==> src/rtl/dcs_pkg.sv <==
// dcs_pkg: constants and carrier types
// assumes one 50 MHz clock domain and an AXI4-Lite register master
package dcs_pkg;
   // ----------------------------------------------------------------
   // register byte offsets
   // ----------------------------------------------------------------
   localparam logic [7:0] OFF_MOTOR_CODE  = 8'h00;
   localparam logic [7:0] OFF_ENC_POS     = 8'h04;
   localparam logic [7:0] OFF_PROBE_ONE   = 8'h08;
   localparam logic [7:0] OFF_PROBE_TWO   = 8'h0C;
   localparam logic [7:0] OFF_INVERT      = 8'h10;
   localparam logic [7:0] OFF_BRAKE_TYPE  = 8'h14;
   localparam logic [7:0] OFF_IN_LEVELS   = 8'h18;
   localparam logic [7:0] OFF_CMD_WORD    = 8'h1C;
   localparam logic [7:0] OFF_STATE_WORD  = 8'h20;
   localparam logic [7:0] OFF_TELEGRAM    = 8'h24;
   localparam logic [7:0] OFF_PULSE_LOC   = 8'h28;
   localparam logic [7:0] OFF_TOLERANCE   = 8'h2C;
   localparam logic [7:0] OFF_LINK_STATUS = 8'h30;
   // ----------------------------------------------------------------
   // reset values and codes
   // ----------------------------------------------------------------
   localparam logic [15:0] PROBE_SEL_RST  = 16'h0000;
   localparam logic [15:0] PROBE_OFF      = 16'h0000;
   localparam logic [15:0] PROBE_ONE_CODE = 16'h00D2;
   localparam logic [15:0] PROBE_TWO_CODE = 16'h00D3;
   localparam logic [31:0] INVERT_RST     = 32'h0000_0000;
   localparam logic [15:0] TOL_RST        = 16'h0001;
   localparam logic [15:0] TOL_DISABLE    = 16'hFFFF;
   localparam logic [15:0] MOTOR_UNKNOWN  = 16'h0000;
   localparam logic [15:0] TGM_STD3       = 16'h0003;
   localparam logic [15:0] TGM_STD5       = 16'h0005;
   localparam logic [15:0] TGM_EXT102     = 16'h0066;
   localparam logic [15:0] TGM_EXT105     = 16'h0069;
   localparam logic [7:0]  PULSE_WORD_NUM = 8'h01;
   localparam logic [7:0]  PULSE_BIT_POS  = 8'h0B;
   localparam int          LIFE_LSB       = 12;
   localparam logic [1:0]  RESP_OKAY      = 2'b00;
   localparam logic [1:0]  RESP_SLVERR    = 2'b10;
   // ----------------------------------------------------------------
   // command and state bit positions
   // ----------------------------------------------------------------
   localparam int CW_ON = 0, CW_COAST = 1, CW_QUICK = 2, CW_OPEN = 3, CW_RAMP_EN = 4;
   localparam int CW_RAMP_GO = 5, CW_SPD_EN = 6, CW_BRAKE_OPEN = 7, CW_JOG1 = 8;
   localparam int SW_RTSO = 0, SW_READY = 1, SW_OP_EN = 2, SW_JOG = 3, SW_NO_COAST = 4;
   localparam int SW_NO_QUICK = 5, SW_INHIBIT = 6, SW_CTRL_REQ = 9, SW_PULSES = 11;
   localparam int SW_BRAKE_OPEN = 12, SW_BRAKE_CLOSE = 13, SW_BRK_PULSE = 14;
   localparam int SW_BRK_SETP = 15;
   // ----------------------------------------------------------------
   // carrier types
   // ----------------------------------------------------------------
   typedef struct packed {
      logic [7:0]  awaddr;
      logic        awvalid;
      logic [31:0] wdata;
      logic [3:0]  wstrb;
      logic        wvalid;
      logic        bready;
      logic [7:0]  araddr;
      logic        arvalid;
      logic        rready;
   } dcs_axil_req_t;
   typedef struct packed {
      logic        awready;
      logic        wready;
      logic        bvalid;
      logic [1:0]  bresp;
      logic        arready;
      logic        rvalid;
      logic [31:0] rdata;
      logic [1:0]  rresp;
   } dcs_axil_rsp_t;
   typedef struct packed {
      logic brake_open;
      logic safe_brake_function;
      logic extended_brake_active_flag;
      logic brake_pulse_en;
      logic brake_setpoint_en;
   } dcs_drive_fb_t;
   typedef struct packed {
      logic ramp_stop_n;
      logic coast_stop_n;
      logic quick_stop_n;
      logic op_enable;
      logic ramp_enable;
      logic ramp_continue;
      logic speed_enable;
      logic brake_open_cmd;
      logic jog_one;
   } dcs_cmd_t;
endpackage

==> src/rtl/dcs_drive_ctrl.sv <==
// Overview of operation
// - power-up motor code, zero means unidentified
// - encoder diagnostic position refreshed each basic cycle
// - probe one: 0 off, 210 fast input zero
// - probe two: 0 off, 211 fast input one
// - invert bits 0/1 flip probe inputs, reset zero
// - input status shows raw, uninverted levels
// - inputs 0..4 reported in bits 0..4
// - inputs 2,3 pair failsafe; 0,1 fast; 4 resistor
// - command bits 0..8 decoded active high
// - state word sent cyclically to controller
// - state bits 0..6 as defined
// - state bits 9,11..15 as defined
// - safe brake function stops close-brake driving brake
// - bits 14,15 valid only with extended brake
// - telegram code 3,5,102,105 fixes word counts
// - pulses-enabled location: word number, bit position
// - tolerance counts allowed sign-of-life errors, default 1
// - tolerance maximum disables sign-of-life monitoring
// - power-up brake type: 0 none, 1 holding
//
// dcs_drive_ctrl: control/status word and probe top
// assumes an AXI4-Lite master, telegram words synchronous to aclk
//
// The register offsets and the AXI4-Lite slave port were chosen for this implementation.
`timescale 1ns/1ps
module dcs_drive_ctrl (
   input  wire logic                   aclk,
   input  wire logic                   aresetn,
   input  wire dcs_pkg::dcs_axil_req_t s_axi_req,
   output dcs_pkg::dcs_axil_rsp_t      s_axi_rsp,
   input  wire logic [4:0]             input_pins,
   input  wire logic [15:0]            motor_code_in,
   input  wire logic [15:0]            brake_type_in,
   input  wire logic                   encoder_cycle_tick,
   input  wire logic [31:0]            encoder_position_word,
   input  wire logic                   frame_valid,
   input  wire logic [15:0]            command_word_in,
   input  wire logic [15:0]            fourth_process_word,
   input  wire logic [15:0]            telegram_code_in,
   input  wire dcs_pkg::dcs_drive_fb_t drive_fb,
   output dcs_pkg::dcs_cmd_t           cmd_out,
   output logic [15:0]                 state_word_out,
   output logic                        state_word_valid,
   output logic                        brake_close_drive,
   output logic                        probe_one_level,
   output logic                        probe_two_level,
   output logic                        comm_fault
);
   import dcs_pkg::*;

   typedef struct packed {
      logic [7:0]    awaddr;
      logic          aw_got;
      logic [31:0]   wdata;
      logic [3:0]    wstrb;
      logic          w_got;
      dcs_axil_rsp_t rsp;
      logic [15:0]   probe_one_sel;
      logic [15:0]   probe_two_sel;
      logic [31:0]   invert;
      logic [15:0]   tolerance;
      logic          id_done;
      logic [15:0]   motor_code;
      logic [15:0]   brake_type;
      logic [31:0]   enc_pos;
      logic [4:0]    in_levels;
      logic [15:0]   cmd_word;
      logic          inhibit;
      logic [15:0]   state_word;
      logic          state_valid;
      logic          rx_seen;
      logic [15:0]   telegram;
      logic          brake_drive;
      dcs_cmd_t      cmd;
   } dcs_top_state_t;

   dcs_top_state_t st_reg, st_next;
   logic [15:0]    mismatch_count;
   logic           fault_now;
   logic [15:0]    sw;
   logic [7:0]     rx_words;
   logic [7:0]     tx_words;
   logic           rtso;
   logic           ready;
   logic           op_en;

   // ----------------------------------------------------------------
   // byte-lane merge for register writes
   // ----------------------------------------------------------------
   function automatic logic [31:0] merge(input logic [31:0] old, input logic [31:0] data,
                                         input logic [3:0] strb);
      logic [31:0] res;
      res = old;
      for (int i = 0; i < 4; i++) begin
         if (strb[i]) begin
            res[8*i +: 8] = data[8*i +: 8];
         end
      end
      return res;
   endfunction

   // ----------------------------------------------------------------
   // probe paths and sign-of-life monitor
   // ----------------------------------------------------------------
   dcs_probe_path #(.PROBE_CODE(PROBE_ONE_CODE)) u_probe_one (
      .aclk        (aclk),
      .aresetn     (aresetn),
      .raw_level   (input_pins[0]),
      .invert      (st_reg.invert[0]),
      .select      (st_reg.probe_one_sel),
      .probe_level (probe_one_level)
   );

   dcs_probe_path #(.PROBE_CODE(PROBE_TWO_CODE)) u_probe_two (
      .aclk        (aclk),
      .aresetn     (aresetn),
      .raw_level   (input_pins[1]),
      .invert      (st_reg.invert[1]),
      .select      (st_reg.probe_two_sel),
      .probe_level (probe_two_level)
   );

   dcs_life_monitor u_life (
      .aclk                (aclk),
      .aresetn             (aresetn),
      .frame_valid         (frame_valid),
      .fourth_process_word (fourth_process_word),
      .tolerance           (st_reg.tolerance),
      .mismatch_count      (mismatch_count),
      .comm_fault          (fault_now)
   );

   // ----------------------------------------------------------------
   // telegram word counts (receive / send)
   // ----------------------------------------------------------------
   always_comb begin
      case (st_reg.telegram)
         TGM_STD3: begin
            rx_words = 8'd5;
            tx_words = 8'd9;
         end
         TGM_STD5: begin
            rx_words = 8'd9;
            tx_words = 8'd9;
         end
         TGM_EXT102: begin
            rx_words = 8'd6;
            tx_words = 8'd10;
         end
         TGM_EXT105: begin
            rx_words = 8'd10;
            tx_words = 8'd10;
         end
         default: begin
            rx_words = 8'd0;
            tx_words = 8'd0;
         end
      endcase
   end

   // ----------------------------------------------------------------
   // state word from latched command and feedback
   // ----------------------------------------------------------------
   assign rtso  = st_reg.cmd.coast_stop_n & st_reg.cmd.quick_stop_n & ~st_reg.inhibit;
   assign ready = rtso & st_reg.cmd.ramp_stop_n;
   assign op_en = ready & st_reg.cmd.op_enable;

   always_comb begin
      sw                 = 16'h0000;
      sw[SW_RTSO]        = rtso;
      sw[SW_READY]       = ready;
      sw[SW_OP_EN]       = op_en;
      sw[SW_JOG]         = rtso & st_reg.cmd.jog_one & ~st_reg.cmd.ramp_stop_n;
      sw[SW_NO_COAST]    = st_reg.cmd.coast_stop_n;
      sw[SW_NO_QUICK]    = st_reg.cmd.quick_stop_n;
      sw[SW_INHIBIT]     = st_reg.inhibit;
      sw[SW_CTRL_REQ]    = st_reg.rx_seen & ~fault_now;
      sw[SW_PULSES]      = op_en;
      sw[SW_BRAKE_OPEN]  = drive_fb.brake_open;
      sw[SW_BRAKE_CLOSE] = ~(op_en & st_reg.cmd.brake_open_cmd);
      // valid only with extended brake
      sw[SW_BRK_PULSE]   = drive_fb.extended_brake_active_flag & drive_fb.brake_pulse_en;
      sw[SW_BRK_SETP]    = drive_fb.extended_brake_active_flag & drive_fb.brake_setpoint_en;
   end

   // ----------------------------------------------------------------
   // next state: bus slave, captures, sequence
   // ----------------------------------------------------------------
   always_comb begin
      logic [31:0] rd;
      logic        rd_ok;
      logic        wr_ok;
      logic [31:0] wv;
      rd      = 32'h0000_0000;
      rd_ok   = 1'b1;
      wr_ok   = 1'b1;
      wv      = 32'h0000_0000;
      st_next = st_reg;

      // power-up reads, once after reset
      if (!st_reg.id_done) begin
         st_next.id_done    = 1'b1;
         st_next.motor_code = motor_code_in;
         st_next.brake_type = brake_type_in;
      end

      // diagnostic position once per basic cycle
      if (encoder_cycle_tick) begin
         st_next.enc_pos = encoder_position_word;
      end

      // raw input levels, never inverted
      st_next.in_levels = input_pins;

      // telegram receive
      st_next.state_valid = 1'b0;
      if (frame_valid) begin
         st_next.cmd_word    = command_word_in;
         st_next.cmd         = {<<{command_word_in[CW_JOG1:CW_ON]}};
         st_next.telegram    = telegram_code_in;
         st_next.rx_seen     = 1'b1;
         st_next.state_valid = 1'b1;
      end
      st_next.state_word = sw;

      // switch-on inhibit: set by a coast or quick stop, left only with on command low
      if (!st_reg.cmd.coast_stop_n || !st_reg.cmd.quick_stop_n) begin
         st_next.inhibit = 1'b1;
      end else if (!st_reg.cmd.ramp_stop_n) begin
         st_next.inhibit = 1'b0;
      end

      // safe brake function cuts the close-brake drive
      st_next.brake_drive = sw[SW_BRAKE_CLOSE] & ~drive_fb.safe_brake_function;

      // address and data are taken independently
      if (s_axi_req.awvalid && st_reg.rsp.awready) begin
         st_next.awaddr      = s_axi_req.awaddr;
         st_next.aw_got      = 1'b1;
         st_next.rsp.awready = 1'b0;
      end
      if (s_axi_req.wvalid && st_reg.rsp.wready) begin
         st_next.wdata      = s_axi_req.wdata;
         st_next.wstrb      = s_axi_req.wstrb;
         st_next.w_got      = 1'b1;
         st_next.rsp.wready = 1'b0;
      end

      // write once both halves are in
      if (st_reg.aw_got && st_reg.w_got && !st_reg.rsp.bvalid) begin
         case (st_reg.awaddr)
            OFF_PROBE_ONE: begin
               wv = merge({16'h0000, st_reg.probe_one_sel}, st_reg.wdata, st_reg.wstrb);
               st_next.probe_one_sel = wv[15:0];
            end
            OFF_PROBE_TWO: begin
               wv = merge({16'h0000, st_reg.probe_two_sel}, st_reg.wdata, st_reg.wstrb);
               st_next.probe_two_sel = wv[15:0];
            end
            OFF_INVERT: begin
               st_next.invert = merge(st_reg.invert, st_reg.wdata, st_reg.wstrb);
            end
            OFF_TOLERANCE: begin
               wv = merge({16'h0000, st_reg.tolerance}, st_reg.wdata, st_reg.wstrb);
               st_next.tolerance = wv[15:0];
            end
            OFF_MOTOR_CODE, OFF_ENC_POS, OFF_BRAKE_TYPE, OFF_IN_LEVELS, OFF_CMD_WORD,
            OFF_STATE_WORD, OFF_TELEGRAM, OFF_PULSE_LOC, OFF_LINK_STATUS: begin
               wr_ok = 1'b1; // read-only: write ignored
            end
            default: begin
               wr_ok = 1'b0;
            end
         endcase
         st_next.aw_got      = 1'b0;
         st_next.w_got       = 1'b0;
         st_next.rsp.bvalid  = 1'b1;
         st_next.rsp.bresp   = wr_ok ? RESP_OKAY : RESP_SLVERR;
      end
      if (st_reg.rsp.bvalid && s_axi_req.bready) begin
         st_next.rsp.bvalid  = 1'b0;
         st_next.rsp.awready = 1'b1;
         st_next.rsp.wready  = 1'b1;
      end

      // read: one outstanding, answer next cycle
      if (s_axi_req.arvalid && st_reg.rsp.arready) begin
         case (s_axi_req.araddr)
            OFF_MOTOR_CODE:  rd = {16'h0000, st_reg.motor_code};
            OFF_ENC_POS:     rd = st_reg.enc_pos;
            OFF_PROBE_ONE:   rd = {16'h0000, st_reg.probe_one_sel};
            OFF_PROBE_TWO:   rd = {16'h0000, st_reg.probe_two_sel};
            OFF_INVERT:      rd = st_reg.invert;
            OFF_BRAKE_TYPE:  rd = {16'h0000, st_reg.brake_type};
            OFF_IN_LEVELS:   rd = {27'h000_0000, st_reg.in_levels};
            OFF_CMD_WORD:    rd = {16'h0000, st_reg.cmd_word};
            OFF_STATE_WORD:  rd = {16'h0000, st_reg.state_word};
            OFF_TELEGRAM:    rd = {16'h0000, st_reg.telegram};
            OFF_PULSE_LOC:   rd = {16'h0000, PULSE_BIT_POS, PULSE_WORD_NUM};
            OFF_TOLERANCE:   rd = {16'h0000, st_reg.tolerance};
            OFF_LINK_STATUS: rd = {mismatch_count, tx_words[6:0], fault_now, rx_words};
            default:         rd_ok = 1'b0;
         endcase
         st_next.rsp.arready = 1'b0;
         st_next.rsp.rvalid  = 1'b1;
         st_next.rsp.rdata   = rd;
         st_next.rsp.rresp   = rd_ok ? RESP_OKAY : RESP_SLVERR;
      end
      if (st_reg.rsp.rvalid && s_axi_req.rready) begin
         st_next.rsp.rvalid  = 1'b0;
         st_next.rsp.arready = 1'b1;
      end
   end

   // ----------------------------------------------------------------
   // state register
   // ----------------------------------------------------------------
   always_ff @(posedge aclk) begin
      if (!aresetn) begin
         st_reg               <= '0;
         st_reg.rsp.awready   <= 1'b1;
         st_reg.rsp.wready    <= 1'b1;
         st_reg.rsp.arready   <= 1'b1;
         st_reg.probe_one_sel <= PROBE_SEL_RST;
         st_reg.probe_two_sel <= PROBE_SEL_RST;
         st_reg.invert        <= INVERT_RST;
         st_reg.tolerance     <= TOL_RST;
         st_reg.motor_code    <= MOTOR_UNKNOWN;
         st_reg.inhibit       <= 1'b1;
      end else begin
         st_reg <= st_next;
      end
   end

   // outputs straight from flip-flops
   assign s_axi_rsp         = st_reg.rsp;
   assign cmd_out           = st_reg.cmd;
   assign state_word_out    = st_reg.state_word;
   assign state_word_valid  = st_reg.state_valid;
   assign brake_close_drive = st_reg.brake_drive;
   assign comm_fault        = fault_now;
endmodule

==> src/rtl/dcs_life_monitor.sv <==
// dcs_life_monitor: sign-of-life check
// assumes frame_valid pulses once per telegram
`timescale 1ns/1ps
module dcs_life_monitor (
   input  wire logic        aclk,
   input  wire logic        aresetn,
   input  wire logic        frame_valid,
   input  wire logic [15:0] fourth_process_word,
   input  wire logic [15:0] tolerance,
   output logic [15:0]      mismatch_count,
   output logic             comm_fault
);
   import dcs_pkg::*;
   typedef struct packed {
      logic        locked;
      logic [3:0]  last_life;
      logic [15:0] count;
      logic        fault;
   } dcs_life_state_t;
   dcs_life_state_t st_reg, st_next;
   logic [3:0] life;
   logic [3:0] expect_life;

   assign life        = fourth_process_word[LIFE_LSB +: 4];
   assign expect_life = st_reg.last_life + 4'h1;

   // ----------------------------------------------------------------
   // mismatch counting and fault decision
   // ----------------------------------------------------------------
   always_comb begin
      st_next = st_reg;
      if (frame_valid) begin
         st_next.locked    = 1'b1;
         st_next.last_life = life;
         if (!st_reg.locked || life == expect_life) begin
            st_next.count = 16'h0000;
         end else if (st_reg.count != 16'hFFFF) begin
            st_next.count = st_reg.count + 16'h0001;
         end
      end
      st_next.fault = (st_next.count > tolerance) && (tolerance != TOL_DISABLE);
   end

   // state register
   always_ff @(posedge aclk) begin
      if (!aresetn) begin
         st_reg <= '0;
      end else begin
         st_reg <= st_next;
      end
   end

   assign mismatch_count = st_reg.count;
   assign comm_fault     = st_reg.fault;
endmodule

==> src/rtl/dcs_probe_path.sv <==
// dcs_probe_path: one probe path, inversion and select gate
// assumes raw input synchronous to aclk
`timescale 1ns/1ps
module dcs_probe_path #(
   parameter logic [15:0] PROBE_CODE = 16'h0000
) (
   input  wire logic        aclk,
   input  wire logic        aresetn,
   input  wire logic        raw_level,
   input  wire logic        invert,
   input  wire logic [15:0] select,
   output logic             probe_level
);
   import dcs_pkg::*;
   typedef struct packed {
      logic level;
   } dcs_probe_state_t;
   dcs_probe_state_t st_reg, st_next;

   // ----------------------------------------------------------------
   // probe level: select gate, optional invert
   // ----------------------------------------------------------------
   always_comb begin
      st_next       = st_reg;
      st_next.level = (select == PROBE_CODE) & (raw_level ^ invert);
      if (select == PROBE_OFF) begin
         st_next.level = 1'b0;
      end
   end

   // state register
   always_ff @(posedge aclk) begin
      if (!aresetn) begin
         st_reg <= '0;
      end else begin
         st_reg <= st_next;
      end
   end

   assign probe_level = st_reg.level;
endmodule

==> config.mk <==
export PLATFORM = sky130hd
export DESIGN_NAME = dcs_drive_ctrl
export DESIGN_NICKNAME = d
export VERILOG_FILES = /design/src/rtl/dcs_pkg.sv /design/src/rtl/dcs_drive_ctrl.sv /design/src/rtl/dcs_life_monitor.sv /design/src/rtl/dcs_probe_path.sv
export SDC_FILE = /design/constraint.sdc
export NUM_CORES = 1
export LEC_CHECK = 0
export BUFFER_PORTS_ARGS = -buffer_cell sky130_fd_sc_hd__buf_2
export CAP_MARGIN = 10
export CORE_MARGIN = 4
export CORE_UTILIZATION = 32
export DETAILED_ROUTE_END_ITERATION = 10
export PLACE_DENSITY_LB_ADDON = 0.15
export SKIP_CTS_REPAIR_TIMING = 1
export SYNTH_ARGS = -nofsm -noshare
export SYNTH_HDL_FRONTEND = slang
export SYNTH_SLANG_ARGS = --single-unit
==> constraint.sdc <==
create_clock -name aclk -period 2.8 [get_ports aclk]
set_input_delay 0.14 -clock aclk [delete_from_list [all_inputs] [get_ports aclk]]
set_output_delay 0.14 -clock aclk [all_outputs]
set_load 0.005 [all_outputs]
[Word-level counts from Yosys, hierarchy flattened]
Index checks and enable logic that the tools add are counted.
Cells by class
  $add $sub $neg: 2
  order comparisons: 1
  eq/ne operators: 33
  muxes and demuxes: 13
  bitwise gates (word level): 21
  reduce and logical (&&, ||, !) cells: 38
Operators with widths (count)
  case mux 32 bit (13 select lines): 1
  == test 8 x 6 -> 1 bit (second input constant): 10
  == test 8 x 5 -> 1 bit (second input constant): 8
  two-way mux 16 bit: 3
  == test 16 x 7 -> 1 bit (second input constant): 2
  == test 16 x 8 -> 1 bit (second input constant): 2
  == test 8 x 4 -> 1 bit (second input constant): 4
  zero test 16 bit: 2
  != test 16 bit (second input constant): 2
  AND reduction 3 bit: 10
  OR reduction 13 bit: 2
  two-way mux 18 bit: 1
  adder 16 x 1 -> 16 bit (second input constant): 1
  == test 16 x 2 -> 1 bit (second input constant): 1
  == test 16 x 3 -> 1 bit (second input constant): 1
  == test 8 x 3 -> 1 bit (second input constant): 2
  > comparator 16 bit: 1
  zero test 8 bit: 2
  case mux 4 bit (4 select lines): 1
  OR reduction 2 bit: 8
  bitwise AND 1 bit: 13
  logical AND 1 bit: 8
  case mux 4 bit (2 select lines): 1
  NOT 1 bit: 6
  7 further kinds: 16
Storage, ports and cells
  register bits: 321
  bits of input ports: 183
  output and inout port bits: 71

[Longest topological paths before layout]
  depth in word-level cells: 7
  gate-level depth with buffers: 12
  gate-level depth less buffers: 12

[By module]
A second synthesis with hierarchy kept.
Unflattened totals
  cell total of the unflattened synthesis: 1610
  area total of the unflattened synthesis: 14372.5 um^2
Modules (own cells, without submodules)
  dcs_drive_ctrl: instances 1, cells an instance 1373, area each 12390.6 um^2, seq. area each 5665.4 um^2
  dcs_life_monitor: instances 1, cells an instance 221, area each 1791.7 um^2, seq. area each 440.4 um^2
  dcs_probe_path (u_probe_one): instances 1, cells an instance 8, area each 96.3 um^2, seq. area each 20.0 um^2
  dcs_probe_path (u_probe_two): instances 1, cells an instance 8, area each 93.8 um^2, seq. area each 20.0 um^2

[Worst setup path after synthesis]
No wires, ideal clock.
  kind: reg2reg
  start point: register u_life.st_reg[17] in the netlist's numbering
  end point: register u_life.st_reg (netlist bit u_life.comm_fault)
  arrival: 2787 ps
  required time: 2740 ps
  path slack: -47 ps
  stages on the path, launching flop included: 13
  path buffers: 1
  clock period less this slack: 2847 ps
  cells stage by stage: dfxtp_1 > ha_1 > xnor2_1 > nand3_1 > o32ai_2 > clkbuf_1 > nor2_1 > ha_1 > o21ai_0 > a21oi_1 > o21ai_0 > a2111oi_0 > o311a_1
RTL lines
  start: declaration: line dcs_life_monitor.sv:20  | dcs_life_state_t st_reg, st_next;
  start signal: assignment: line dcs_life_monitor.sv:49  | st_reg <= st_next;

==> out/metrics.cfg <==
[timing]
setup_slack_ns = 0.0952
final-setup-viol-count = 0
skew_ns = 0.0183
rsz0062_at_grt = yes
period_needed_ns = 2.70
fmax_ghz = 0.370
report.final.hold_viol_count = 1
tightest_slew_ns = 0.899
hold_ws_ns = -0.0207
setup_tns_ns = 0
slew_viol_final = 0
slew_headroom_pct = 39.5
fin_crit_sh_pct = 96.6

[logic_synthesis]
synth-xor-area-share_pct = 1.13
yosysWarnings = 0
synth_compound_area_share_pct = 10.7
ys_seq_area_share_pct = 43.9
netlist_area_sq_um = 14000
synth_mux_area_share_pct = 16.2
synth_top_family_by_area = simple AND/OR/NAND/NOR gates
synth-adder-area-share_pct = 1.61
ys.flop_type = dfxtp_1
ys_seq_elements = 306
synth-edff-count = 0
synth_cells = 1530
yosys.area_share.simple_pct = 19.3
synthArstFlopShare_pct = 0
syn-mean-instance-area_sq_um = 9.13
yosysUniqueCellTypes = 71

[critical_path]
path_cells = ha_2 -> xnor2_1 -> nand3_1 -> o32ai_4 -> buf_4 -> clkbuf_16 -> nor2_1 -> ha_1 -> a21oi_1 -> nor2b_1 -> o21ai_0 -> o21ai_0 -> o311a_1
crit_slowest_cell = o311a_1
crit_path_frequent_cell = o21ai_0
cp_max_fo = 4
cp-end-kind = flip-flop
critical-path-top-delay-family = compound AO/OA/AOI/OAI gates
cp.required_ns = 3.24
cpPeakStageDelay_ns = 0.34
worstSetupPathType = reg2reg
path_buf_inv = 2
startpoint_type = flip-flop
crit_arrival_ns = 3.15

[placement]
dpl.cell_count = 2264
pre_cts_ws_ns = -0.0971
io_buffer_count = 236
globalplace.congestion = 0.932
dp_hpwl_um = 37000

[finish]
fin_nets = 2098
final_common_cell = dfxtp_1
syn_to_final_growth_pct = 34.5
diodes = 0
fin_cells = 2512
drive_gt1_share_pct = 23.1
largest_reg_flops = 228
final_cell_mix = 296 x dfxtp_1, 256 x nor2_1, 236 x buf_2

[route]
wirelength_um = 51500
drt-wirelength-per-cell_um = 20.5
dr.pass1.iters = 6
drcViolationCount = 0
ant_nets = 0
dr.first_iter.drc_count = 1039
vias = 12600
vias_per_cell = 5.01

[pwr]
p_leak_nw = 8.17
power_frac_seq_pct = 42.8
internal-power_w = 0.00828
comb_power_share_pct = 9.5
swShare_pct = 24.1
peakVddDrop_mv = 0.327
power_frac_clock_pct = 47.8
netSwitchingPower_w = 0.00264
p_per_area_nw_per_um2 = 581

[grt]
grt_pass1_wl_um = 73100
grtUsageTotal_pct = 20.2
grt_max_degree = 65
first_global_vias = 11700
antenna_found_initial = 0
globalRoute.totalOverflow = 0

[job]
max-cap-violations = 0

[clock_network]
numCtsBuffers = 38
clockBufferDepth = 3
cts_root_buf = clkbuf_16
cts_tree = done
clock_sinks = 306
cts.reportedPaths.clkPinSlew_ns = 0.06
htree_num_levels = 2
clk_latency_ns = 0.55

[floorplan]
core_sq_um = 43100
fp-row-count = 76
fp.dieH_um = 217
pin_count = 254
die_w_um = 217
initial_utilization_pct = 32.4
die-area_sq_um = 47000

[hold_path]
hold_path_class = in2reg

[run_status]
status = finished, violations left
violations = negative hold slack

==> power groups by stage <==
stage	combinational, W	sequential (W)	clock [W]
2_1_floorplan	0.000529	0.00468	0
6_report	0.00103	0.00467	0.00522
5_1_grt	0.00112	0.00468	0.00553
3_3_place_gp	0.000801	0.00476	0
4_1_cts	0.000813	0.00467	0.00535
3_5_place_dp	0.000809	0.00476	0
==> stage by stage <==
stage                     area [sq um]  hold WS, ns  power [W]  utilization, %
after detailed placement         15500        0.301    0.00557            36.1
after global routing             18800       0.0174     0.0113            43.6
after floorplan                  14000        0.168    0.00521               -
final                            18800      -0.0207     0.0109            43.6
after CTS                        16900       -0.284     0.0108            39.2
after global placement           15500        0.296    0.00556            36.1
==> worst register-to-register path, cell delays in order, from the launching register on <==
cell	delay, ns
dfxtp_2	0.33
ha_2	0.32
xnor2_1	0.11
nand3_1	0.13
o32ai_4	0.25
buf_4	0.19
clkbuf_16	0.14
nor2_1	0.04
ha_1	0.29
a21oi_1	0.13
nor2b_1	0.05
o21ai_0	0.16
o21ai_0	0.12
o311a_1	0.34
==> cell families (layout without fill, tap and decap cells) <==
logic type / count (synthesis) / after routing
buffers and inverters: 186 / 579
other: 1 / 5
and+or+nand+nor: 561 / 561
DFF: 306 / 306
AOI/OAI and AO/OA: 217 / 217
xor gates and xnor gates: 18 / 18
muxes: 223 / 223
adders and majority gates: 18 / 18
==> routing by layer <==
| metal | up-vias | wire length, um | GRT usage (%) |
|---|---|---|---|
| met4 | 0 | 1500 | 7.04 |
| li1 | 6087 | - | - |
| met3 | 77 | 2880 | 3.48 |
| met2 | 406 | 22800 | 30.5 |
| met5 | - | 0 | 0 |
| met1 | 6005 | 24300 | 29.1 |
==> cells in the mapped netlist, types with 14 or more instances <==
library cell | n | area (sq um)
a2bb2oi_1 | 17 | 149
and2_1 | 18 | 113
buf_4 | 74 | 556
a21oi_1 | 60 | 300
mux2i_1 | 208 | 2080
a222oi_1 | 18 | 180
a22oi_1 | 24 | 180
buf_2 | 17 | 85.1
ha_1 | 18 | 225
clkbuf_1 | 55 | 206
mux2_2 | 14 | 158
nand3_1 | 36 | 180
nand4_1 | 16 | 100
o21ai_0 | 36 | 180
dfxtp_1 | 306 | 6130
inv_1 | 25 | 93.8
nand2_1 | 125 | 469
nor2_1 | 256 | 961
nor4_1 | 19 | 119
==> layout make-up <==
cell class,count,area (sq um)
timing repair buffer,483,3520
inverter,26,103
fill,4240,24300
tap,585,732
clock inverter,17,256
multi-input combinational,1042,6960
clock buffer,53,1080
sequential,306,6140
==> worst paths after layout <==
path                                  startpoint                           end  slack, ns  cells past startpoint
hold reg to reg       s_axi_rsp[16]$_SDFFE_PN0P_    s_axi_rsp[16]$_SDFFE_PN0P_       0.45                      2
setup reg to reg  u_life.st_reg[18]$_SDFFE_PN0P_  u_life.comm_fault$_SDFF_PN0_        0.1                     13
setup / recovery  u_life.st_reg[18]$_SDFFE_PN0P_  u_life.comm_fault$_SDFF_PN0_        0.1                     13
hold / removal                     s_axi_req[48]      st_reg[289]$_SDFFE_PP0P_      -0.02                      3
Note: power is estimated with default switching activity, not from simulation.
